===== src/core/sdf_pkg.sv =====
// Constants shared by the filter device, its host controller and the link.
// Assumes one 100 MHz system clock and a synchronous active-high reset.
package sdf_pkg;
  // Decimation ratios
  localparam int unsigned RATIO_S3_A    = 26667;
  localparam int unsigned RATIO_S3_B    = 32000;
  localparam int unsigned RATIO_CASC_S3 = 32000;
  localparam int unsigned RATIO_S1_LO   = 3;
  localparam int unsigned RATIO_S1_HI   = 5;
  // Converter clock expected per speed mode, in kHz
  localparam int unsigned CLK_HS_KHZ = 25600;
  localparam int unsigned CLK_LS_KHZ = 3200;
  // Cycles spent in the wake state, after the one reset-state cycle, before the port answers
  localparam int unsigned PORT_READY_CYC = 16;
  // Link register addresses
  localparam logic [1:0] LNK_STATUS = 2'h0;
  localparam logic [1:0] LNK_CFG1   = 2'h1;
  localparam logic [1:0] LNK_CFG2   = 2'h2;
  // Field positions
  localparam int unsigned CFG1_CM_BIT    = 0;
  localparam int unsigned CFG2_SPEED_BIT = 0;
  localparam int unsigned CFG2_FILT_LSB  = 1;
  localparam int unsigned CFG2_S1_BIT    = 3;
  localparam int unsigned STAT_POR_BIT   = 0;
  localparam int unsigned STAT_ALV_BIT   = 1;
  localparam int unsigned CTRL_START_BIT = 0;
  // Reset values
  localparam logic [7:0] CFG1_RST = 8'h00;
  localparam logic [7:0] CFG2_RST = 8'h01;
  // Filter selections in configuration_two
  localparam logic [1:0] FILT_S3_A = 2'h0;
  localparam logic [1:0] FILT_S3_B = 2'h1;
  localparam logic [1:0] FILT_CASC = 2'h2;
  // Output slice tops for sinc3 alone and for the cascade
  localparam int unsigned S3_MSB   = 45;
  localparam int unsigned CASC_MSB = 48;
  // Host Wishbone byte offsets
  localparam logic [7:0] WB_CFG1 = 8'h00;
  localparam logic [7:0] WB_CFG2 = 8'h04;
  localparam logic [7:0] WB_STAT = 8'h08;
  localparam logic [7:0] WB_DATA = 8'h0C;
  localparam logic [7:0] WB_CTRL = 8'h10;

  typedef enum logic [2:0] {
    DEV_RST  = 3'b001,
    DEV_WAKE = 3'b010,
    DEV_RUN  = 3'b100
  } sdf_dev_st_t;
endpackage : sdf_pkg


===== src/core/sdf_link_if.sv =====
// Link between the filter device and its host controller.
// Assumes both ends share clk; no clocking block, the bench joins the ends.
`timescale 1ns/1ns
interface sdf_link_if #(parameter int DW = 24) ();
  logic          cfg_we;
  logic [1:0]    cfg_addr;
  logic [7:0]    cfg_wdata;
  logic          start;
  logic [1:0]    status;
  logic          conversion_done_n;
  logic [DW-1:0] sample;
  logic          sample_valid;
  logic          sample_ready;

  modport dev  (input cfg_we, cfg_addr, cfg_wdata, start, sample_ready,
                output status, conversion_done_n, sample, sample_valid);
  modport host (output cfg_we, cfg_addr, cfg_wdata, start, sample_ready,
                input status, conversion_done_n, sample, sample_valid);
endinterface : sdf_link_if


===== src/core/sdf_device.sv =====
// Filter device end: sinc3 and sinc3+sinc1 decimator, supply reset, status.
// Assumes modulator bits arrive with valid/ready in the clk domain.
//
// The address map and the Wishbone register port were decided locally.
`timescale 1ns/1ns
module sdf_fifo
  import sdf_pkg::*;
#(
  parameter int W = 24,
  parameter int D = 4
) (
  input  wire logic         clk_i,
  input  wire logic         rst_i,
  // Fill side
  input  wire logic         in_valid_i,
  output logic              in_ready_o,
  input  wire logic [W-1:0] in_data_i,
  // Drain side
  output logic              out_valid_o,
  input  wire logic         out_ready_i,
  output logic [W-1:0]      out_data_o
);
  localparam int AW = $clog2(D);
  initial if (D < 2 || (1 << AW) != D) $error("D must be a power of two");

  typedef struct packed {
    logic [D-1:0][W-1:0] mem;
    logic [AW-1:0]       wr;
    logic [AW-1:0]       rd;
    logic [AW:0]         cnt;
  } sdf_fifo_t;
  sdf_fifo_t s_reg, s_next;

  logic push, pop;
  assign in_ready_o  = (s_reg.cnt != (AW+1)'(D));
  assign out_valid_o = (s_reg.cnt != '0);
  assign out_data_o  = s_reg.mem[s_reg.rd];
  assign push = in_valid_i && in_ready_o;
  assign pop  = out_valid_o && out_ready_i;

  always_comb begin
    s_next = s_reg;
    if (push) begin
      s_next.mem[s_reg.wr] = in_data_i;
      s_next.wr = s_reg.wr + 1'b1;
    end
    if (pop) s_next.rd = s_reg.rd + 1'b1;
    if (push && !pop) s_next.cnt = s_reg.cnt + 1'b1;
    else if (pop && !push) s_next.cnt = s_reg.cnt - 1'b1;
  end

  always_ff @(posedge clk_i) begin
    if (rst_i) s_reg <= '0;
    else s_reg <= s_next;
  end
endmodule : sdf_fifo

// Overview of operation
// - Sinc3 ratio 26667 gives 480/60 SPS
// - Sinc3 ratio 32000 gives 400/50 SPS
// - Cascade sinc3 stage fixed at 32000
// - Sinc1 stage ratio only 3 or 5
// - Full reset on I/O supply power-up
// - Analog supply cycling never resets logic
// - Reset held until I/O and regulator good
// - Done line rises once port is ready
// - Start high at release converts at once
// - Sticky power-on flag, write one clears
// - Any analog monitor low sets undervoltage flag
// - Host writes one to clear undervoltage
// - Low I/O supply also sets undervoltage
// - Common-mode output only when enabled
// - Speed bit picks high or low speed
// - Converter clock 25.6 or 3.2 MHz
// - Any reset restores all defaults
module sdf_device
  import sdf_pkg::*;
#(
  parameter int OW    = 24,
  parameter int DEPTH = 4
) (
  input  wire logic       clk_i,
  input  wire logic       rst_i,
  // Link to host
  sdf_link_if.dev         link,
  // Modulator stream
  input  wire logic       mod_valid_i,
  input  wire logic       mod_bit_i,
  output logic            mod_ready_o,
  // Supply monitors, high when above threshold
  input  wire logic       io_supply_ok_i,
  input  wire logic       digital_regulator_ok_i,
  input  wire logic [3:0] analog_ok_i,
  // Analog controls
  output logic            common_mode_out_enable_o,
  output logic            clock_high_speed_o
);
  localparam int AW = 52;
  initial if (OW < 8 || OW > S3_MSB + 1) $error("OW out of range");

  typedef struct packed {
    sdf_dev_st_t    st;
    logic [7:0]     wake;
    logic [7:0]     cfg1;
    logic [7:0]     cfg2;
    logic           por;
    logic           alv;
    logic           conv;
    logic [AW-1:0]  i1, i2, i3;
    logic [AW-1:0]  d1, d2, d3;
    logic [15:0]    dcnt;
    logic [2:0]     s1cnt;
    logic [AW-1:0]  s1acc;
    logic           done_n;
    logic           out_valid;
    logic [OW-1:0]  out_word;
  } sdf_dev_t;
  sdf_dev_t s_reg, s_next;

  logic          rst_int;
  logic          fifo_ready;
  logic          take;
  logic [15:0]   s3_ratio;
  logic [2:0]    s1_ratio;
  logic [1:0]    filt;
  logic [AW-1:0] c1, c2, c3, inc;

  // Analog monitors stay out of this term so their dips keep all state but the undervoltage flag
  assign rst_int = rst_i || !io_supply_ok_i || !digital_regulator_ok_i;
  assign filt    = s_reg.cfg2[CFG2_FILT_LSB +: 2];

  always_comb begin
    if (filt == FILT_S3_A) s3_ratio = 16'(RATIO_S3_A);
    else if (filt == FILT_CASC) s3_ratio = 16'(RATIO_CASC_S3);
    else s3_ratio = 16'(RATIO_S3_B);
    // One bit can only encode the two legal sinc1 ratios
    s1_ratio = s_reg.cfg2[CFG2_S1_BIT] ? 3'(RATIO_S1_HI) : 3'(RATIO_S1_LO);
  end

  // One pending word at most, so a sample is taken only with room behind it
  assign take = s_reg.conv && mod_valid_i && fifo_ready && !s_reg.out_valid;

  always_comb begin
    s_next = s_reg;
    s_next.out_valid = 1'b0;
    s_next.done_n    = 1'b1;
    inc = mod_bit_i ? AW'(1) : {AW{1'b1}};
    c1 = s_reg.i3 - s_reg.d1;
    c2 = c1 - s_reg.d2;
    c3 = c2 - s_reg.d3;
    case (s_reg.st)
      DEV_RST: begin
        s_next.st = DEV_WAKE;
        s_next.done_n = 1'b0;
      end
      DEV_WAKE: begin
        s_next.done_n = 1'b0;
        s_next.wake = s_reg.wake + 1'b1;
        if (s_reg.wake == 8'(PORT_READY_CYC - 1)) begin
          s_next.st = DEV_RUN;
          s_next.conv = link.start;
        end
      end
      DEV_RUN: begin
        s_next.conv = link.start;
        if (take) begin
          s_next.i1 = s_reg.i1 + inc;
          s_next.i2 = s_reg.i2 + s_reg.i1;
          s_next.i3 = s_reg.i3 + s_reg.i2;
          s_next.dcnt = s_reg.dcnt + 1'b1;
          if (s_reg.dcnt == s3_ratio - 1'b1) begin
            s_next.dcnt = '0;
            s_next.d1 = s_reg.i3;
            s_next.d2 = c1;
            s_next.d3 = c2;
            if (filt == FILT_CASC) begin
              s_next.s1acc = s_reg.s1acc + c3;
              s_next.s1cnt = s_reg.s1cnt + 1'b1;
              if (s_reg.s1cnt == s1_ratio - 1'b1) begin
                // Word is cut from the full sum before the clear
                s_next.out_word = s_next.s1acc[CASC_MSB -: OW];
                s_next.s1cnt = '0;
                s_next.s1acc = '0;
                s_next.out_valid = 1'b1;
              end
            end else begin
              s_next.out_valid = 1'b1;
              s_next.out_word = c3[S3_MSB -: OW];
            end
          end
        end
        // Conversion done pulses low once per word
        if (s_reg.out_valid) s_next.done_n = 1'b0;
        if (link.cfg_we) begin
          if (link.cfg_addr == LNK_CFG1) s_next.cfg1 = link.cfg_wdata;
          else if (link.cfg_addr == LNK_CFG2) s_next.cfg2 = link.cfg_wdata;
          if (link.cfg_addr == LNK_STATUS) begin
            if (link.cfg_wdata[STAT_POR_BIT]) s_next.por = 1'b0;
            if (link.cfg_wdata[STAT_ALV_BIT]) s_next.alv = 1'b0;
          end else begin
            // New settings restart the filter from empty
            s_next.i1 = '0; s_next.i2 = '0; s_next.i3 = '0;
            s_next.d1 = '0; s_next.d2 = '0; s_next.d3 = '0;
            s_next.dcnt = '0; s_next.s1cnt = '0; s_next.s1acc = '0;
          end
        end
      end
      default: s_next.st = DEV_RST;
    endcase
    // Set wins over a clear in the same cycle
    if (analog_ok_i != 4'hF) s_next.alv = 1'b1;
  end

  always_ff @(posedge clk_i) begin
    if (rst_int) begin
      s_reg        <= '0;
      s_reg.st     <= DEV_RST;
      s_reg.cfg1   <= CFG1_RST;
      s_reg.cfg2   <= CFG2_RST;
      s_reg.done_n <= 1'b0;
      s_reg.por    <= 1'b1;
      s_reg.alv    <= !io_supply_ok_i || (analog_ok_i != 4'hF);
    end else begin
      s_reg <= s_next;
    end
  end

  sdf_fifo #(.W(OW), .D(DEPTH)) u_fifo (
    .clk_i       (clk_i),
    .rst_i       (rst_int),
    .in_valid_i  (s_reg.out_valid),
    .in_ready_o  (fifo_ready),
    .in_data_i   (s_reg.out_word),
    .out_valid_o (link.sample_valid),
    .out_ready_i (link.sample_ready),
    .out_data_o  (link.sample)
  );

  assign mod_ready_o = s_reg.conv && fifo_ready && !s_reg.out_valid;
  assign link.status[STAT_POR_BIT] = s_reg.por;
  assign link.status[STAT_ALV_BIT] = s_reg.alv;
  assign link.conversion_done_n = s_reg.done_n;
  assign common_mode_out_enable_o = s_reg.cfg1[CFG1_CM_BIT];
  // Selects the 25.6 MHz source when high, 3.2 MHz when low
  assign clock_high_speed_o = s_reg.cfg2[CFG2_SPEED_BIT];
endmodule : sdf_device


===== src/flat_wrapper.sv =====
// flat-port wrapper written by rule: the top's interface ports become plain ports
module sdf_device_flat import sdf_pkg::*;
#(
  parameter int OW    = 24,
  parameter int DEPTH = 4
)
  (clk_i, rst_i, mod_valid_i, mod_bit_i, mod_ready_o, io_supply_ok_i, digital_regulator_ok_i, analog_ok_i, common_mode_out_enable_o, clock_high_speed_o, link_cfg_we, link_cfg_addr, link_cfg_wdata, link_start, link_sample_ready, link_status, link_conversion_done_n, link_sample, link_sample_valid);
  sdf_link_if #(.DW(24)) link_i ();
  input  wire logic clk_i;
  input  wire logic rst_i;
  input  wire logic mod_valid_i;
  input  wire logic mod_bit_i;
  output logic mod_ready_o;
  input  wire logic io_supply_ok_i;
  input  wire logic digital_regulator_ok_i;
  input  wire logic [3:0] analog_ok_i;
  output logic common_mode_out_enable_o;
  output logic clock_high_speed_o;
  input wire logic [$bits(link_i.cfg_we)-1:0] link_cfg_we;
  input wire logic [$bits(link_i.cfg_addr)-1:0] link_cfg_addr;
  input wire logic [$bits(link_i.cfg_wdata)-1:0] link_cfg_wdata;
  input wire logic [$bits(link_i.start)-1:0] link_start;
  input wire logic [$bits(link_i.sample_ready)-1:0] link_sample_ready;
  output wire logic [$bits(link_i.status)-1:0] link_status;
  output wire logic [$bits(link_i.conversion_done_n)-1:0] link_conversion_done_n;
  output wire logic [$bits(link_i.sample)-1:0] link_sample;
  output wire logic [$bits(link_i.sample_valid)-1:0] link_sample_valid;
  assign link_i.cfg_we = link_cfg_we;
  assign link_i.cfg_addr = link_cfg_addr;
  assign link_i.cfg_wdata = link_cfg_wdata;
  assign link_i.start = link_start;
  assign link_i.sample_ready = link_sample_ready;
  assign link_status = link_i.status;
  assign link_conversion_done_n = link_i.conversion_done_n;
  assign link_sample = link_i.sample;
  assign link_sample_valid = link_i.sample_valid;
  sdf_device #(.OW(OW), .DEPTH(DEPTH)) u_core (.clk_i(clk_i), .rst_i(rst_i), .link(link_i), .mod_valid_i(mod_valid_i), .mod_bit_i(mod_bit_i), .mod_ready_o(mod_ready_o), .io_supply_ok_i(io_supply_ok_i), .digital_regulator_ok_i(digital_regulator_ok_i), .analog_ok_i(analog_ok_i), .common_mode_out_enable_o(common_mode_out_enable_o), .clock_high_speed_o(clock_high_speed_o));
endmodule

===== config.mk =====
export PLATFORM = sky130hd
export DESIGN_NAME = sdf_device_flat
export DESIGN_NICKNAME = d
export VERILOG_FILES = /design/src/core/sdf_pkg.sv /design/src/core/sdf_link_if.sv /design/src/core/sdf_device.sv /design/src/flat_wrapper.sv
export SDC_FILE = /design/constraint.sdc
export NUM_CORES = 2
export LEC_CHECK = 0
export BUFFER_PORTS_ARGS = -buffer_cell sky130_fd_sc_hd__buf_2
export CAP_MARGIN = 20
export CORE_MARGIN = 2
export CORE_UTILIZATION = 51
export CTS_CLUSTER_DIAMETER = 100
export DETAILED_ROUTE_END_ITERATION = 8
export GPL_TIMING_DRIVEN = 0
export PLACE_DENSITY_LB_ADDON = 0.08
export SLEW_MARGIN = 10
export SYNTH_ARGS = -nofsm -noshare
export SYNTH_HDL_FRONTEND = slang
export SYNTH_HIERARCHICAL = 1
export SYNTH_SLANG_ARGS = --single-unit

===== constraint.sdc =====
create_clock -name clk_i -period 8.74 [get_ports clk_i]
set_input_delay 1.748 -clock clk_i [delete_from_list [all_inputs] [get_ports clk_i]]
set_output_delay 1.748 -clock clk_i [all_outputs]
set_load 0.1 [all_outputs]

**Word-level counts from Yosys, hierarchy flattened**

Cells that the tools add are included.
W data, S select, Z words.

- Add/subtract/negate cells: 16
- Order comparisons: 3
- Eq/ne operators: 13
- Multiplexer cells: 34
- Bitwise operators: 4
- Reduce and logical (&&, ||, !) cells: 36

Operators by type and width:

| cell | count |
|---|---|
| $mux W383 | 4 |
| $mux W411 | 1 |
| $mux W227 | 1 |
| $add A52 B52 Y52 | 4 |
| $sub A52 B52 Y52 | 3 |
| $mux W25 | 5 |
| $mux W55 | 2 |
| $bwmux W96 | 1 |
| $mux W52 | 1 |
| $bmux W24 S2 | 1 |
| $demux W24 S2 | 1 |
| $mux W24 | 2 |
| $add A16 B1 Y16 const B | 1 |
| $eq A16 B16 Y1 | 1 |
| $reduce_and A4 Y1 | 4 |
| $sub A15 B1 Y16 const B | 1 |
| $reduce_bool A3 Y1 | 5 |
| $mux W13 | 1 |
| $mux W3 | 4 |
| $logic_and A1 B1 Y1 | 10 |
| $pmux W3 S3 | 1 |
| $add A8 B1 Y8 const B | 1 |
| $eq A8 B4 Y1 const B | 1 |
| $mux W1 | 7 |
| 25 further kinds | 43 |

- Register bits after elaboration: 531
- Input port bits: 23
- Output and inout bits: 31
- Word-level logic and storage cells: 132

**Longest topological paths before layout**

- Word-level depth: 12
- Depth in mapped cells: 47
- Depth with buffers taken out: 46

**Cells and area by module**

Netlist, hierarchy kept.

By module, submodules not included:

| module | instances | cells an instance | area each (um^2) | seq. area each (um^2) |
|---|---|---|---|---|
| sdf_device | 1 | 4095 | 31381.3 | 8157.8 |
| sdf_fifo | 1 | 411 | 4773.3 | 2062.0 |

**Least setup slack after synthesis**

No wires, ideal clock.

- Path type: register to register
- Start: register u_core/s_reg[253] in the netlist's numbering
- End: register u_core/s_reg[23] in the netlist's numbering
- Setup time: 70 ps
- Arrival time: 8187 ps
- Required time: 8670 ps
- Slack: 483 ps
- Cell stages (with the launch flop): 43
- Buffers on the path: 0
- Clock period less this slack: 8257 ps
- Path through: dfxtp_1 > inv_1 > ha_1 > fa_1 > nand2b_1 > a21o_1 > a211oi_1 > o21a_1 > a221o_1 > a21oi_1 > o21ai_0 > a21o_1 > a21oi_1 > xnor2_1 > ha_1 > a21oi_1 > o21bai_1 > a2111oi_0 > (+7 left out) > and3_1 > and2_1 > a211oi_1 > o21bai_1 > a21o_1 > a21oi_1 > o31ai_1 > o41a_1 > a221oi_1 > xnor2_1 > ha_1 > a21o_1 > a21o_1 > a21oi_1 > o21ai_0 > xnor3_1 > o2bb2ai_1 > a21oi_1

- Longest elaborated chain between the ends: 6

Ends and longest elaborated chain:

| element | line | text |
|---|---|---|
| from (decl) | sdf_device.sv:118 | `sdf_dev_t s_reg, s_next;` |
| from (signal assigned) | sdf_device.sv:224 | `s_reg <= s_next;` |
| $sub A52 B52 Y52 (*) | sdf_device.sv:148 | `c1 = s_reg.i3 - s_reg.d1;` |
| $sub A52 B52 Y52 (*) | sdf_device.sv:149 | `c2 = c1 - s_reg.d2;` |
| $sub A52 B52 Y52 (*) | sdf_device.sv:150 | `c3 = c2 - s_reg.d3;` |
| $add A52 B52 Y52 | sdf_device.sv:177 | `s_next.s1acc = s_reg.s1acc + c3;` |
| $mux W25 | sdf_device.sv:179 | `if (s_reg.s1cnt == s1_ratio - 1'b1) begin` |
| $mux W25 (*) | sdf_device.sv:176 | `if (filt == FILT_CASC) begin` |

Every way passes the cells marked *; elsewhere a longest branch is shown, timed or not. The select of a mux whose other input is x is not followed.
A chain may end at the register's enable or synchronous reset.

**Worst setup path in the final report**

Same ends and word-level chain as after synthesis.

==> run summary <==
Iter 0 DRT Violations: 2188
Top FF cell, synth: dfxtp_1
CP Max Fanout: 5
Drt pass-1 iters: 6
Vias in the first global route: 30500
Worst r2r dst: u_core/s_reg[23]
Area grow syn2layout: 13.9%
H-tree depth: 2
Xor/xnor share of the synthesized area: 0.0791
Clock tree buffer depth: 3
Seq pwr share: 0.458
Port Buffers: 49
I/O pins: 54
Adder-cell share of the synthesized area: 0.124
Num CTS Buffers: 59
CP startpoint: u_core/s_reg[253]
Switching share of total power: 0.222
Hold Crit Class: reg2reg
Die W: 270 um
Gr ovfl total: 0
Ys async rst share: 0
Sequential area share after synthesis: 0.283
DIE AREA: 73000 um^2
RSZ-0062 raised after global routing: yes
Final hold vios: 0
Cell taking the most area after synthesis: dfxtp_1
Initial Utilization: 0.515
CORE AREA: 70100 um^2
Switching pwr: 1.13 mW
Std-Cell Rows: 97
Clk_lat worst skew: 640 ps
Peak Freq: 117 MHz
Antenna violations before repair: 1
Final worst path period need: 8510 ps
GRT Util Overall: 0.267
Largest net degree at the start of global routing: 42
Status: completed
Synthesized flop and latch total: 510
Worst Hold Endpoint: u_core/link.status[0]
DIE HEIGHT: 270 um
Unique cell type count in the Yosys netlist: 89
Synth top area cells: dfxtp_1 (28%), ha_1 (12%), o21ai_0 (5.3%), a21oi_1 (5.2%), nand2_1 (4.7%)
CTS root buf: clkbuf_16
Number of synthesized flops with an enable pin: 1
Post-route non-filler standard cell count: 5658
First-pass GRT wire length: 162000 um
Leak pwr: 17.6 nW
Largest family of logic cells by synthesized area: compound AO/OA/AOI/OAI gates
# nets final: 5047
Vias: 32400
Worst path slowest cell: dfxtp_2
Worst Clk Skew: 47.4 ps
Reg2reg path depth: 44
Antenna Nets Post-Route: 0
PwrDens: 123 nW/um^2
Syn Inst Count: 4506
Hold-fix buffer count after cts: 0
WHS Path Cells: 2
Count leader, synth: dfxtp_1
Synthesized area: 36200 um^2
Req. time, crit path: 9250 ps
Nature of the critical path startpoint: register
Largest register FFs: 400
R2R setup slack: 230 ps
Reg2reg start: u_core/s_reg[253]
Placed Cells: 5499
Worst Max-Slew Pin Slew: 1190 ps
Final setup fails: 0
Synth Area in Simple Gates: 0.170
Post-synthesis mux area share: 0.0454
Pint: 3.95 mW
DP Wirelength: 76900 um
WP data arrival: 9020 ps
Clock power share: 0.520
Clk slew on worst S/H paths: 60 ps
Syn_area_per_cell: 8.02 um^2
Max-cap check violation count: 0
Synth Area in Compound Gates: 0.253
Hold Crit Start: u_core/link.status[0]
Slew Viols, Final: 0
Avg Vias per Cell: 5.72
Wire per inst: 17.8 um
CP endpoint kind: register
Share of cells above drive strength 1: 0.0971
Final wirelength: 101000 um
Clk sinks: 510
Post-synth top area share: 0.282
Placer Congestion: 0.912
Part of the cycle the worst path needs: 0.974
Slowest cell delay on critical path: 350 ps
TritonCTS clock tree: yes
Max_slew headroom: 0.206
Gate power share: 0.022
Synth cell count leaders: dfxtp_1 (509), nand2_1 (454), o21ai_0 (382)
DRC errors left: 0
Ys Warns: 6
Kind of critical path: reg2reg
Final Util: 0.587
Post-synthesis net count: 4883
VDD IR-drop max: 142 uV
metrics by stage:
stage               worst slack, ps  TNS (ps)  area, um^2  hold slack (ps)  power (mW)
floorplan                       483         0       36200              423        2.45
global placement              -1840    -43980       37600              438        2.49
detailed placement            -1310    -24530       37600              448        2.49
CTS                            16.8         0       40300              456        5.14
global route                   -110      -358       41200              483        5.24
finish                          226         0       41200              451        5.08
metal layers:
| metal | global-route usage | vias to the layer above | share of wire |
|---|---|---|---|
| met5 | 0 | - | 0 |
| met4 | 0.103 | 0 | 0.040 |
| li1 | - | 16500 | - |
| met2 | 0.441 | 612 | 0.45 |
| met1 | 0.362 | 15100 | 0.48 |
| met3 | 0.0227 | 157 | 0.033 |
power groups by stage:
stage	clock network (mW)	registers, mW	logic [mW]
after floorplan	0	2.38	0.0678
after global placement	0	2.38	0.109
after detailed placement	0	2.38	0.111
after CTS	2.70	2.33	0.111
after global routing	2.80	2.32	0.121
final	2.64	2.33	0.111
how the worst max path moves through the flow:
stage                                   to  slack, ps  depth (start not counted)
after detailed placement  u_core/s_reg[22]      -1310                         42
after global placement    u_core/s_reg[22]      -1840                         38
after CTS                 u_core/s_reg[73]         20                         43
final                     u_core/s_reg[23]        230                         44
after global routing      u_core/s_reg[23]       -110                         45
after floorplan           u_core/s_reg[23]        480                         42
cell families (layout without fill, tap and decap cells):
group / after synthesis / after routing
buffers and inverters: 423 / 634
AND/OR/NAND/NOR: 1310 / 1310
XOR/XNOR: 324 / 324
flip-flops: 510 / 510
adder cells (fa/ha/maj): 354 / 354
AO/OA/AOI/OAI: 1451 / 1451
other: 0 / 1
multiplexers: 134 / 134
layout make-up:
class | count | area [um^2]
inverter | 232 | 871
sequential | 510 | 10200
tap | 940 | 1180
multi-input combinational | 3573 | 25300
clock buffer | 81 | 1690
timing repair buffer | 121 | 806
fill | 6641 | 29000
buffer | 173 | 712
clock inverter | 27 | 407
antenna | 1 | 2.50
repair_timing:
action                     in CTS  in global routing
gates resized for setup        83                123
setup buffers                  26                 42
setup endpoints to repair      44                 41
pin swaps                      37                 79
worst max-delay path, delay by kind of cell (launching register included):
| family | cells | cell delay (ps) |
|---|---|---|
| AND/OR/NAND/NOR | 5 | 800 |
| XOR/XNOR | 4 | 780 |
| AO/OA/AOI/OAI | 26 | 4540 |
| adder cells (fa/ha/maj) | 5 | 1470 |
| flip-flops | 1 | 350 |
| buffers and inverters | 4 | 420 |
layout by cell type, fill, tap and decap left out, types with 42 or more instances in the layout:
master and instances:
o21ai_0 361, nand3_1 70, xnor2_1 177, dfxtp_1 505
nand2b_1 168, inv_1 228, nor2_1 338, mux2i_1 109
nand2_1 450, xor2_1 117, clkbuf_1 160, a31oi_1 42
buf_2 55, o21a_1 48, a22oi_1 118, clkbuf_16 59
ha_1 320, o21bai_1 46, a21o_1 160, nand4_1 43
buf_4 75, a21oi_1 349
(Power assumes the default switching activity.)
